`config.mk`:
```
export PLATFORM = sky130hd
export DESIGN_NAME = receiver_irq_mask_mode
export DESIGN_NICKNAME = d
export VERILOG_FILES = /design/src/core/flag_trigger.v /design/src/core/receiver_irq_mask_mode.v
export VERILOG_INCLUDE_DIRS = /design/src /design/src/core
export SDC_FILE = /design/constraint.sdc
export NUM_CORES = 1
export LEC_CHECK = 0
export ABC_AREA = 1
export BUFFER_PORTS_ARGS = -buffer_cell sky130_fd_sc_hd__buf_2
export CORE_MARGIN = 2
export CORE_UTILIZATION = 52
export CTS_BUF_LIST = sky130_fd_sc_hd__clkbuf_16
export CTS_CLUSTER_SIZE = 30
export DETAILED_ROUTE_END_ITERATION = 7
export GPL_TIMING_DRIVEN = 0
export PLACE_DENSITY = 0.79
export SLEW_MARGIN = 20
export SYNTH_ARGS = -nofsm -noshare
export SYNTH_HDL_FRONTEND = slang
export SYNTH_SLANG_ARGS = --single-unit
```
`constraint.sdc`:
```
create_clock -name core_clk_in -period 1.4 [get_ports core_clk_in]
set_clock_uncertainty 0.05 [all_clocks]
set_input_delay 0.35 -clock core_clk_in [delete_from_list [all_inputs] [get_ports core_clk_in]]
set_output_delay 0.35 -clock core_clk_in [all_outputs]
set_load 0.005 [all_outputs]
```
`src/core/rx_irq_defines.vh`:
```
// Register offsets, field positions and reset values of the receiver interrupt mask and mode block.
// Assumes register port addresses are 7-bit, as used by the device control port.
`ifndef RX_IRQ_DEFINES_VH
`define RX_IRQ_DEFINES_VH

// ****************************************
// Register offsets
// ****************************************
`define RX_IRQ_ENABLE_ONE_ADDR   7'h16
`define RX_IRQ_ENABLE_TWO_ADDR   7'h17
`define RX_IRQ_TRIGGER_ONE_ADDR  7'h18

// ****************************************
// Reset values
// ****************************************
`define RX_IRQ_ENABLE_ONE_RST    8'h00
`define RX_IRQ_ENABLE_TWO_RST    8'h00
`define RX_IRQ_TRIGGER_ONE_RST   8'h00
`define RX_IRQ_TWO_MASK          8'h01

// ****************************************
// Enable register one fields, then the output slip bit of enable register two
// ****************************************
`define CS_CRC_BIT               7
`define PARITY_ERR_BIT           6
`define VALIDITY_BIT             5
`define BIPHASE_ERR_BIT          4
`define SUBCODE_CHANGE_BIT       3
`define LOCK_LOSS_BIT            2
`define SUBCODE_CRC_BIT          1
`define BUFFER_XFER_BIT          0
`define OUT_SLIP_BIT             0

// ****************************************
// Mode register one field positions
// ****************************************
`define SUBCODE_CHANGE_TRIG_LSB  6
`define LOCK_LOSS_TRIG_LSB       4
`define SUBCODE_CRC_TRIG_LSB     2
`define BUFFER_XFER_TRIG_LSB     0

// ****************************************
// Trigger mode encodings
// ****************************************
`define TRIG_RISE                2'h0
`define TRIG_FALL                2'h1
`define TRIG_LEVEL               2'h2
`define TRIG_RSVD                2'h3

`endif

```
`src/core/flag_trigger.v`:
```
// One flag's trigger detector: rising edge, falling edge or level.
// Assumes the flag input is synchronous to the clock and reset is already synchronised.
`timescale 1ns/10ps
`include "rx_irq_defines.vh"

module flag_trigger (
	// Clock and reset
	input  wire       clk_in,
	input  wire       rst_b_in,
	// Flag and controls
	input  wire       flag_in,
	input  wire       enable_in,
	input  wire [1:0] mode_in,
	// Request
	output wire       req_out
);

	reg flag_d_r;
	reg hit;

	// Previous flag level for edge detection
	always @(posedge clk_in or negedge rst_b_in) begin
		if (!rst_b_in) begin
			flag_d_r <= 1'b0;
		end else begin
			flag_d_r <= flag_in;
		end
	end

	// Mode decode; the reserved code raises nothing
	always @* begin
		case (mode_in)
			`TRIG_RISE: begin
				hit = flag_in & ~flag_d_r;
			end
			`TRIG_FALL: begin
				hit = ~flag_in & flag_d_r;
			end
			`TRIG_LEVEL: begin
				hit = flag_in;
			end
			default: begin
				hit = 1'b0;
			end
		endcase
	end

	// Enable gates only the request, never the flag history
	assign req_out = hit & enable_in;

endmodule // flag_trigger

```
`src/core/receiver_irq_mask_mode.v`:
```
// Receiver interrupt mask and trigger mode registers with the combined active-low interrupt.
// Assumes a simple synchronous register port from the serial control interface and
// flag inputs that are synchronous to core_clk_in.
//
// Contract
// - CRC error enable bit masks that flag at 0 (reset), passes it at 1.
// - Parity error enable bit masks at 0 (reset), passes at 1.
// - Validity enable bit masks at 0 (reset), passes at 1.
// - Biphase coding error enable masks at 0 (reset), passes at 1.
// - Enable register one holds eight bits, CRC at bit 7 down to buffer transfer.
// - Mode field: 00 rising (reset), 01 falling, 10 level, 11 reserved.
// - Flag interrupts only when enabled in 0x16; status itself is unaffected.
// - Output slip interrupts only when bit 0 of 0x17 set; others read zero.
// - Combined receiver interrupt is an active-low output for a GPO pin.
`timescale 1ns/10ps
`include "rx_irq_defines.vh"

module receiver_irq_mask_mode (
	// Clock and reset
	input  wire       core_clk_in,
	input  wire       rst_b_in,
	// Register port
	input  wire [6:0] reg_addr_in,
	input  wire [7:0] reg_wdata_in,
	input  wire       reg_wr_in,
	input  wire       reg_rd_in,
	output reg  [7:0] reg_rdata_out,
	output wire       reg_hit_out,
	// Receiver status flags, bit 7 to 0 as in enable register one, then output slip
	input  wire       cs_crc_error_flag_in,
	input  wire       parity_err_flag_in,
	input  wire       validity_flag_in,
	input  wire       biphase_error_flag_in,
	input  wire       subcode_change_flag_in,
	input  wire       lock_loss_flag_in,
	input  wire       subcode_crc_flag_in,
	input  wire       buffer_xfer_flag_in,
	input  wire       out_slip_flag_in,
	// Modes of the flags held outside this block
	input  wire [1:0] cs_crc_trigger_in,
	input  wire [1:0] parity_err_trigger_in,
	input  wire [1:0] validity_trigger_in,
	input  wire [1:0] biphase_err_trigger_in,
	input  wire [1:0] out_slip_trigger_in,
	// Interrupt
	output reg        rx_irq_b_out
);

	// ****************************************
	// Reset synchroniser
	// ****************************************
	reg rst_s1_r;
	reg rst_s2_r;

	// Release through two flops so deassertion is clean
	always @(posedge core_clk_in or negedge rst_b_in) begin
		if (!rst_b_in) begin
			rst_s1_r <= 1'b0;
			rst_s2_r <= 1'b0;
		end else begin
			rst_s1_r <= 1'b1;
			rst_s2_r <= rst_s1_r;
		end
	end

	wire rst_b = rst_s2_r;

	// ****************************************
	// Registers
	// ****************************************
	reg  [7:0] receiver_irq_enable_one_r;
	reg  [7:0] receiver_irq_enable_two_r;
	reg  [7:0] receiver_irq_trigger_one_r;
	wire       sel_one   = (reg_addr_in == `RX_IRQ_ENABLE_ONE_ADDR);
	wire       sel_two   = (reg_addr_in == `RX_IRQ_ENABLE_TWO_ADDR);
	wire       sel_trig  = (reg_addr_in == `RX_IRQ_TRIGGER_ONE_ADDR);

	assign reg_hit_out = sel_one | sel_two | sel_trig;

	// One write strobe per register; unmapped writes match none
	wire       wr_one    = reg_wr_in & sel_one;
	wire       wr_two    = reg_wr_in & sel_two;
	wire       wr_trig   = reg_wr_in & sel_trig;

	// Writes; all enables reset masked, all mode register one fields reset to rising edge
	always @(posedge core_clk_in or negedge rst_b) begin
		if (!rst_b) begin
			receiver_irq_enable_one_r  <= `RX_IRQ_ENABLE_ONE_RST;
			receiver_irq_enable_two_r  <= `RX_IRQ_ENABLE_TWO_RST;
			receiver_irq_trigger_one_r <= `RX_IRQ_TRIGGER_ONE_RST;
		end else begin
			if (wr_one) begin
				receiver_irq_enable_one_r <= reg_wdata_in;
			end
			if (wr_two) begin
				// Upper seven bits are not implemented
				receiver_irq_enable_two_r <= reg_wdata_in & `RX_IRQ_TWO_MASK;
			end
			if (wr_trig) begin
				receiver_irq_trigger_one_r <= reg_wdata_in;
			end
		end
	end

	// Read select; unmapped addresses give zero
	reg  [7:0] rd_mux;
	always @* begin
		rd_mux = 8'h00;
		if (sel_one) begin
			rd_mux = receiver_irq_enable_one_r;
		end else if (sel_two) begin
			rd_mux = receiver_irq_enable_two_r;
		end else if (sel_trig) begin
			rd_mux = receiver_irq_trigger_one_r;
		end
	end

	// Read data registered and held until the next read strobe
	always @(posedge core_clk_in or negedge rst_b) begin
		if (!rst_b) begin
			reg_rdata_out <= 8'h00;
		end else if (reg_rd_in) begin
			reg_rdata_out <= rd_mux;
		end
	end

	// ****************************************
	// Per-flag trigger and enable
	// ****************************************
	wire [8:0]  flag_vec;
	wire [8:0]  enable_vec;
	wire [17:0] mode_vec;
	wire [8:0]  req_vec;

	// ****************************************
	// Named enable and trigger fields
	// ****************************************
	wire       cs_crc_irq_enable;
	wire       parity_err_irq_enable;
	wire       validity_irq_enable;
	wire       biphase_err_irq_enable;
	wire       subcode_change_irq_enable;
	wire       lock_loss_irq_enable;
	wire       subcode_crc_irq_enable;
	wire       buffer_xfer_irq_enable;
	wire       out_slip_irq_enable;
	wire [1:0] subcode_change_trigger;
	wire [1:0] lock_loss_trigger;
	wire [1:0] subcode_crc_trigger;
	wire [1:0] buffer_xfer_trigger;

	// Enable register one, bit 7 down to bit 0
	assign cs_crc_irq_enable         = receiver_irq_enable_one_r[`CS_CRC_BIT];
	assign parity_err_irq_enable     = receiver_irq_enable_one_r[`PARITY_ERR_BIT];
	assign validity_irq_enable       = receiver_irq_enable_one_r[`VALIDITY_BIT];
	assign biphase_err_irq_enable    = receiver_irq_enable_one_r[`BIPHASE_ERR_BIT];
	assign subcode_change_irq_enable = receiver_irq_enable_one_r[`SUBCODE_CHANGE_BIT];
	assign lock_loss_irq_enable      = receiver_irq_enable_one_r[`LOCK_LOSS_BIT];
	assign subcode_crc_irq_enable    = receiver_irq_enable_one_r[`SUBCODE_CRC_BIT];
	assign buffer_xfer_irq_enable    = receiver_irq_enable_one_r[`BUFFER_XFER_BIT];

	// Only bit 0 of enable register two is live
	assign out_slip_irq_enable = receiver_irq_enable_two_r[`OUT_SLIP_BIT];

	// Mode register one fields, two bits each
	assign subcode_change_trigger = receiver_irq_trigger_one_r[`SUBCODE_CHANGE_TRIG_LSB +: 2];
	assign lock_loss_trigger      = receiver_irq_trigger_one_r[`LOCK_LOSS_TRIG_LSB +: 2];
	assign subcode_crc_trigger    = receiver_irq_trigger_one_r[`SUBCODE_CRC_TRIG_LSB +: 2];
	assign buffer_xfer_trigger    = receiver_irq_trigger_one_r[`BUFFER_XFER_TRIG_LSB +: 2];

	// Slot 8 is output slip; slots 7..0 follow enable register one
	assign flag_vec = {out_slip_flag_in, cs_crc_error_flag_in, parity_err_flag_in, validity_flag_in,
		biphase_error_flag_in, subcode_change_flag_in, lock_loss_flag_in, subcode_crc_flag_in,
		buffer_xfer_flag_in};
	// Enables in the same slot order
	assign enable_vec = {
		out_slip_irq_enable,
		cs_crc_irq_enable,
		parity_err_irq_enable,
		validity_irq_enable,
		biphase_err_irq_enable,
		subcode_change_irq_enable,
		lock_loss_irq_enable,
		subcode_crc_irq_enable,
		buffer_xfer_irq_enable
	};
	// Mode fields placed per flag slot; five modes come from outside
	assign mode_vec = {
		out_slip_trigger_in,
		cs_crc_trigger_in,
		parity_err_trigger_in,
		validity_trigger_in,
		biphase_err_trigger_in,
		subcode_change_trigger,
		lock_loss_trigger,
		subcode_crc_trigger,
		buffer_xfer_trigger
	};

	genvar i;
	generate
		for (i = 0; i < 9; i = i + 1) begin : g_flag
			// Status flags pass by untouched; only the request is gated
			flag_trigger u_trig (
				.clk_in    (core_clk_in),
				.rst_b_in  (rst_b),
				.flag_in   (flag_vec[i]),
				.enable_in (enable_vec[i]),
				.mode_in   (mode_vec[2*i+1:2*i]),
				.req_out   (req_vec[i])
			);
		end
	endgenerate

	// ****************************************
	// Combined interrupt
	// ****************************************
	// Any enabled request pulls the pin low
	wire irq_any = |req_vec;

	// Registered so the pin is glitch free; costs one cycle of latency
	always @(posedge core_clk_in or negedge rst_b) begin
		if (!rst_b) begin
			rx_irq_b_out <= 1'b1;
		end else begin
			rx_irq_b_out <= ~irq_any;
		end
	end

endmodule // receiver_irq_mask_mode

```
==> impl_metrics.ini, run 1 <==
[cells_and_area]
syn2layout_area_growth_pct = 34.76
nets = 324
final_util_pct = 73.27
layout-drive-gt1-share_pct = 34.84
n_antenna_cell = 0
fin_cells = 333

[setup_path]
crit_path_start_kind = input port
endpoint_kind = output pin
critPathMaxFanout = 2
arrival_ns = 1.04
r2r_setup_slack_ns = 0.26
critical_path_class = in -> out
required_ns = 1.00

[sta]
period_minus_slack_ns = 1.437
report.final.slew_viol_count = 0
worst_slack_ns = -0.03667
fin_crit_sh_pct = 102.6
fmax_mhz = 696.1
fin_setup_tns_ns = -0.04475
setup_violations = 2
grt_setup_unrepaired = yes
tightest_slew_ns = 0.7541
max_slew_margin_pct = 49.73
finalHoldViolations = 0

[global_route]
grt-ovfl-total = 0
grt_use_total_pct = 22.72
grt_max_degree = 36
antenna_found_initial = 0
grt_pass1_wl_mm = 6.941
first_global_vias = 1592

[logic_synthesis]
synth_area_leader_cell = dfrtp_1
ys_top_cells_by_count = nand2_1 (54), dfrtp_1 (36), inv_1 (32)
syn_nets = 260
postSynthCellCount = 222
netlist_area_sq_um = 1814
synth_edf_count = 0
async_reset_ff_share_pct = 100.0
synth_top_area_share_pct = 49.66
yosysSeqAreaShare_pct = 51.10
ys.flop_type = dfrtp_1
synth.distinct_cells = 21
ys_seq_elements = 37
synth_warnings = 0
yosysMostFrequentCell = nand2_1
syn_avg_cell_area_sq_um = 8.172
yosys-top-cells-area = dfrtp_1 (50%), nand2_1 (11%), inv_1 (6.6%)

[floorplan]
fp.coreArea_sq_um = 3337
num_rows = 21
ios = 48
initial_core_util_pct = 54.37
die_h_um = 63.07
die-width_um = 63.07
die_area_sq_um = 3977

[outcome]
violations = negative setup slack
status = finished, violations left

[cts]
clock-root-buffer = clkbuf_16
cts_sinks = 37
path_clk_slew_ns = 0.05
cts_buffer_depth = 2
cts_tree = built
clk-insertion-delay-late_ns = 0.28
cts_buffers = 5
htreeDepth = 2

[power]
power_density_nw_per_um2 = 1140
ir_drop_mv = 0.7125
power.total_mw = 2.787
p_leak_nw = 1.347

[place]
placed_cells = 315
routabilityCongestion = 0.7698
port_buffers = 47
dpl.hpwl_mm = 2.706
dp_slack_ns = -0.08575

[routing]
dr.pass1.iters = 4
vias = 1646
first_iter_violations = 123
drt_wl_total_mm = 4.406
wire_per_inst_um = 13.23
post_drt_via_cell_ratio = 4.943
ant_nets = 0
drc = 0

[min_path]
worst_hold_path_type = in -> reg

[run]
max-cap-violations = 0
## final timing paths
| check | startpoint | end | depth (start not counted) |
|---|---|---|---|
| max | reg_addr_in[3] | reg_hit_out | 7 |
| max in group asynchronous | rst_b$_DFF_PN0_ | g_flag[8].u_trig.flag_d_r$_DFF_PN0_ | 0 |
| min in group asynchronous | rst_b$_DFF_PN0_ | g_flag[0].u_trig.flag_d_r$_DFF_PN0_ | 0 |
| min | buffer_xfer_flag_in | g_flag[0].u_trig.flag_d_r$_DFF_PN0_ | 1 |
| max reg2reg | receiver_irq_trigger_one_r[0]$_DFFE_PN0P_ | rx_irq_b_out$_DFF_PN1_ | 7 |
| min reg2reg | rst_b$_DFF_PN0_ | g_flag[0].u_trig.flag_d_r$_DFF_PN0_ | 0 |
## metal layers
layer	GRT usage (%)	wire (um)	up-vias
li1	-	-	819
met1	28.86	1895	751
met2	38.16	2174	63
met3	4.464	257	13
met4	9.167	79	0
met5	0	0	-
## layout make-up
class,count,area [sq um]
sequential,37,928.4
fill,254,892.1
multi-input combinational,144,772.0
timing repair buffer,57,344.1
inverter,39,153.9
clock buffer,5,125.1
tap,46,57.56
clock inverter,3,37.54
buffer,2,26.28
## what timing repair did
action                     CTS  global route
setup endpoints to repair    1            14
pin swaps                    5             5
gates resized for setup      4            24
setup buffers                8             1
cloned                       0             0
hold buffers                 1             0
hold endpoints to repair     2             0
## registers in the layout, indices dropped and copies added (netlist names)
signal / count
g_flag.u_trig.flag_d_r: 9
receiver_irq_enable_one_r: 8
receiver_irq_trigger_one_r: 8
reg_rdata_out: 8
receiver_irq_enable_two_r: 1
rst_b: 1
rst_s1_r: 1
rx_irq_b_out: 1
## layout by cell type, fill, tap and decap left out
| master | n |
|---|---|
| a21oi_1 | 10 |
| buf_2 | 42 |
| buf_4 | 10 |
| buf_6 | 4 |
| buf_8 | 2 |
| bufinv_16 | 1 |
| clkbuf_16 | 5 |
| clkinv_1 | 1 |
| clkinv_4 | 1 |
| conb_1 | 1 |
| dfrtp_1 | 35 |
| dfrtp_2 | 1 |
| dfstp_2 | 1 |
| dlygate4sd3_1 | 1 |
| inv_1 | 29 |
| inv_2 | 9 |
| inv_4 | 1 |
| nand2_1 | 51 |
| nand2_2 | 8 |
| nand2_4 | 1 |
| nand2_8 | 2 |
| nand3_1 | 13 |
| nand3_2 | 1 |
| nand3b_1 | 3 |
| nand4_1 | 1 |
| nor2_1 | 20 |
| nor2_4 | 5 |
| nor2_8 | 2 |
| o211ai_1 | 2 |
| o21ai_0 | 1 |
| o21ai_1 | 19 |
| o21ai_2 | 4 |
## critical path, stage by stage
cell and delay, ns:
buf_8 0.10, inv_4 0.04, nand4_1 0.16, nor2_4 0.16, inv_2 0.06, nand3_2 0.06, buf_2 0.11
## cells by family (layout without fill, tap and decap cells)
group / after synthesis / after routing / share of synthesized area [%]
flops: 37 / 37 / 51.10
compound gates: 36 / 36 / 11.03
simple gates: 107 / 107 / 28.14
other cells: 1 / 1 / 0.2067
buf+inv: 41 / 106 / 9.517
## per-stage QoR
step | instance area [sq um] | hold slack [ns]
after detailed placement | 2108 | 0.08684
after CTS | 2367 | 0.1576
after floorplan | 1814 | 0.004409
final | 2445 | 0.1552
after global routing | 2445 | 0.1581
after global placement | 2107 | 0.08630
## power by group
group	total, mW	switching (mW)	internal (mW)
Combinational	0.352	0.205	0.147
Clock	1.22	0.397	0.826
Sequential	1.21	0.0554	1.16
Total	2.79	0.657	2.13
Power figures use the tool's default switching activity.
==> run 2: changes to the inputs <==
- ABC_AREA: 1 -> 0
- CORE_UTILIZATION: 52 -> 50
- HOLD_SLACK_MARGIN: not set -> 0.1
- PLACE_DENSITY: 0.79 -> 0.78
==> run 2 against run 1 <==
The flow still finishes with violations (negative setup slack). Final cell count down 27%. Register-to-register slack worse by 0.20 ns. Synthesized cell count down 41%. Wire length down 15%. Global-route usage down 0.99 points.
==> impl_metrics.ini, run 2 <==
[global_route]
grt_max_degree = 36
grt_use_total_pct = 21.73
grt_pass1_wl_mm = 5.740
antenna_found_initial = 0
grt-ovfl-total = 0
first_global_vias = 1272

[sta]
finalHoldViolations = 0
max_slew_margin_pct = 50.55
setup_violations = 25
tightest_slew_ns = 0.7418
period_minus_slack_ns = 1.922
fmax_mhz = 520.3
grt_setup_unrepaired = yes
worst_slack_ns = -0.5219
report.final.slew_viol_count = 0
fin_crit_sh_pct = 137.3

[floorplan]
die_area_sq_um = 3731
num_rows = 20
die-width_um = 61.08
ios = 48
die_h_um = 61.08
initial_core_util_pct = 52.93
fp.coreArea_sq_um = 3078

[setup_path]
endpoint = reg_hit_out
slowest_stage = or4b_4
critPathMaxStageDelay_ns = 0.56
critPathBufInv = 2
critPathMaxFanout = 2
crit_path_start_kind = input port
crit_family = simple AND/OR/NAND/NOR gates
crit_chain = buf_6 > or4b_4 > nor4b_4 > or2_4 > buf_6
reg2reg_depth = 5
r2r_end = rx_irq_b_out$_DFF_PN1_
r2r_setup_slack_ns = 0.06
cp.depth = 5
critPathLaunch = reg_addr_in[5]
arrival_ns = 1.52
critical_path_class = in -> out
rr_startpoint = g_flag[5].u_trig.flag_d_r$_DFF_PN0_
cpMostUsedCell = buf_6
required_ns = 1.00
endpoint_kind = output pin

[logic_synthesis]
synth_warnings = 0
yosysSeqAreaShare_pct = 56.91
async_reset_ff_share_pct = 100.0
synth_edf_count = 0
syn_avg_cell_area_sq_um = 12.34
synth_xor_xnor_area_share_pct = 0
synth_area_leader_cell = dfrtp_1
synth_compound_area_share_pct = 9.754
synth.distinct_cells = 27
yosysMostFrequentCell = dfrtp_1
yosys-top-cells-area = dfrtp_1 (55%), mux2_2 (12%), and3b_1 (4.3%)
synth_top_area_share_pct = 55.30
syn_nets = 170
synth_top_family_by_area = simple AND/OR/NAND/NOR gates
synth-adder-area-share_pct = 0
netlist_area_sq_um = 1629
ys_seq_elements = 37
postSynthCellCount = 132
ys_top_cells_by_count = dfrtp_1 (36), mux2_2 (17), o21ai_0 (10)
ys.flop_type = dfrtp_1
yosys-mux-area-fraction_pct = 11.75
yosys.area_share.simple_pct = 20.43

[cells_and_area]
top_register = g_flag.u_trig.flag_d_r
fin_area_sq_um = 2261
final_common_cell = buf_2
final_util_pct = 73.46
n_antenna_cell = 0
syn2layout_area_growth_pct = 38.79
layout-drive-gt1-share_pct = 50.00
largest_reg_flops = 9
multiInputGateArea_sq_um = 772.0
fin_cells = 242
final_cell_mix = buf_2 (43), dfrtp_1 (35), mux2_2 (17)
nets = 235
nFillCells = 225
final-seq-area_sq_um = 928.4

[cts]
clk-insertion-delay-late_ns = 0.27
clock-root-buffer = clkbuf_16
path_clk_slew_ns = 0.05
cts_sinks = 37
cts_buffers = 5
cts_buffer_depth = 2
htreeDepth = 2
cts_tree = built

[place]
dp_slack_ns = -0.9955
routabilityCongestion = 0.7827
dpl.hpwl_mm = 2.520
placed_cells = 222
port_buffers = 46
placedInstanceArea_sq_um = 1924

[routing]
vias = 1316
ant_nets = 0
first_iter_violations = 61
drt_wl_total_mm = 3.738
wire_per_inst_um = 15.45
post_drt_via_cell_ratio = 5.438
drc = 0
dr.pass1.iters = 4

[min_path]
worst_hold_path_type = in -> reg

[power]
power_density_nw_per_um2 = 1102
p_leak_nw = 1.089
ir_drop_mv = 1.205

[outcome]
status = finished, violations left
violations = negative setup slack

[run]
max-cap-violations = 0
run 2: cell count changes after synthesis, moves of 9 or more:
cell | before | now
nand3_1 | 14 | 1
o21ai_0 | 1 | 10
inv_1 | 32 | 2
o21ai_1 | 19 | 0
nor3b_1 | 0 | 9
nand2_1 | 54 | 1
nor2_1 | 23 | 8
mux2_2 | 0 | 17
run 2: area by class of cell:
type	instances	share of cell area, %
Sequential cell	37	41.06
Multi-Input combinational cell	91	34.14
Timing Repair Buffer	58	15.61
Clock buffer	5	5.534
Tap cell	44	2.435
Clock inverter	3	0.5534
Buffer	2	0.3320
Inverter	2	0.3320
run 2: metrics by stage:
stage               hold slack [ns]  TNS [ns]  total power [mW]
detailed placement          0.08736    -21.42             1.447
global placement            0.08507    -24.08             1.430
global route                 0.1517    -8.960             2.594
finish                       0.1524    -7.937             2.490
CTS                          0.1471    -7.282             2.489
floorplan                  0.004409    -11.10             1.323
run 2: worst min path at each step:
stage / endpoint / startpoint / cells after the start
final: g_flag[8].u_trig.flag_d_r$_DFF_PN0_ / out_slip_flag_in / 1
after global routing: g_flag[1].u_trig.flag_d_r$_DFF_PN0_ / subcode_crc_flag_in / 1
after CTS: g_flag[8].u_trig.flag_d_r$_DFF_PN0_ / out_slip_flag_in / 1
after detailed placement: rst_s1_r$_DFF_PN0_ / rst_b_in / 1
after global placement: rst_s1_r$_DFF_PN0_ / rst_b_in / 1
after floorplan: rst_b$_DFF_PN0_ / rst_b_in / 0
run 2: where the power goes:
group / internal, mW / switching, mW
combinational: 0.137 / 0.102
sequential: 1.15 / 0.0740
clock: 0.642 / 0.385
run 2: timing repair:
action	in CTS	in global routing
gates cloned	0	0
hold buffers	1	0
gates resized for setup	8	16
pin swaps	5	4
setup buffers	4	7
endpoints found under the setup margin	26	27
hold endpoints to repair	2	0
run 2: routing by layer:
layer / global-route usage [%] / vias to the layer above / wire length, um
met3: 4.832 / 4 / 196
met2: 38.30 / 38 / 2002
met5: 0 / - / 0
met1: 25.59 / 665 / 1499
li1: - / 609 / -
met4: 9.006 / 0 / 40
run 2: kinds of logic after synthesis:
| kind of cell | Yosys count |
|---|---|
| multiplexers | 17 |
| AO/OA/AOI/OAI | 27 |
| flip-flops | 37 |
| AND/OR/NAND/NOR | 46 |
| buffers and inverters | 4 |
| other | 1 |
run 2: worst register-to-register path, cell delays in order (launching register included):
cell     delay (ns)
dfrtp_1        0.36
nor2b_1        0.13
and3b_1        0.15
o21ai_0        0.23
nand4_1        0.13
nor3b_1        0.21
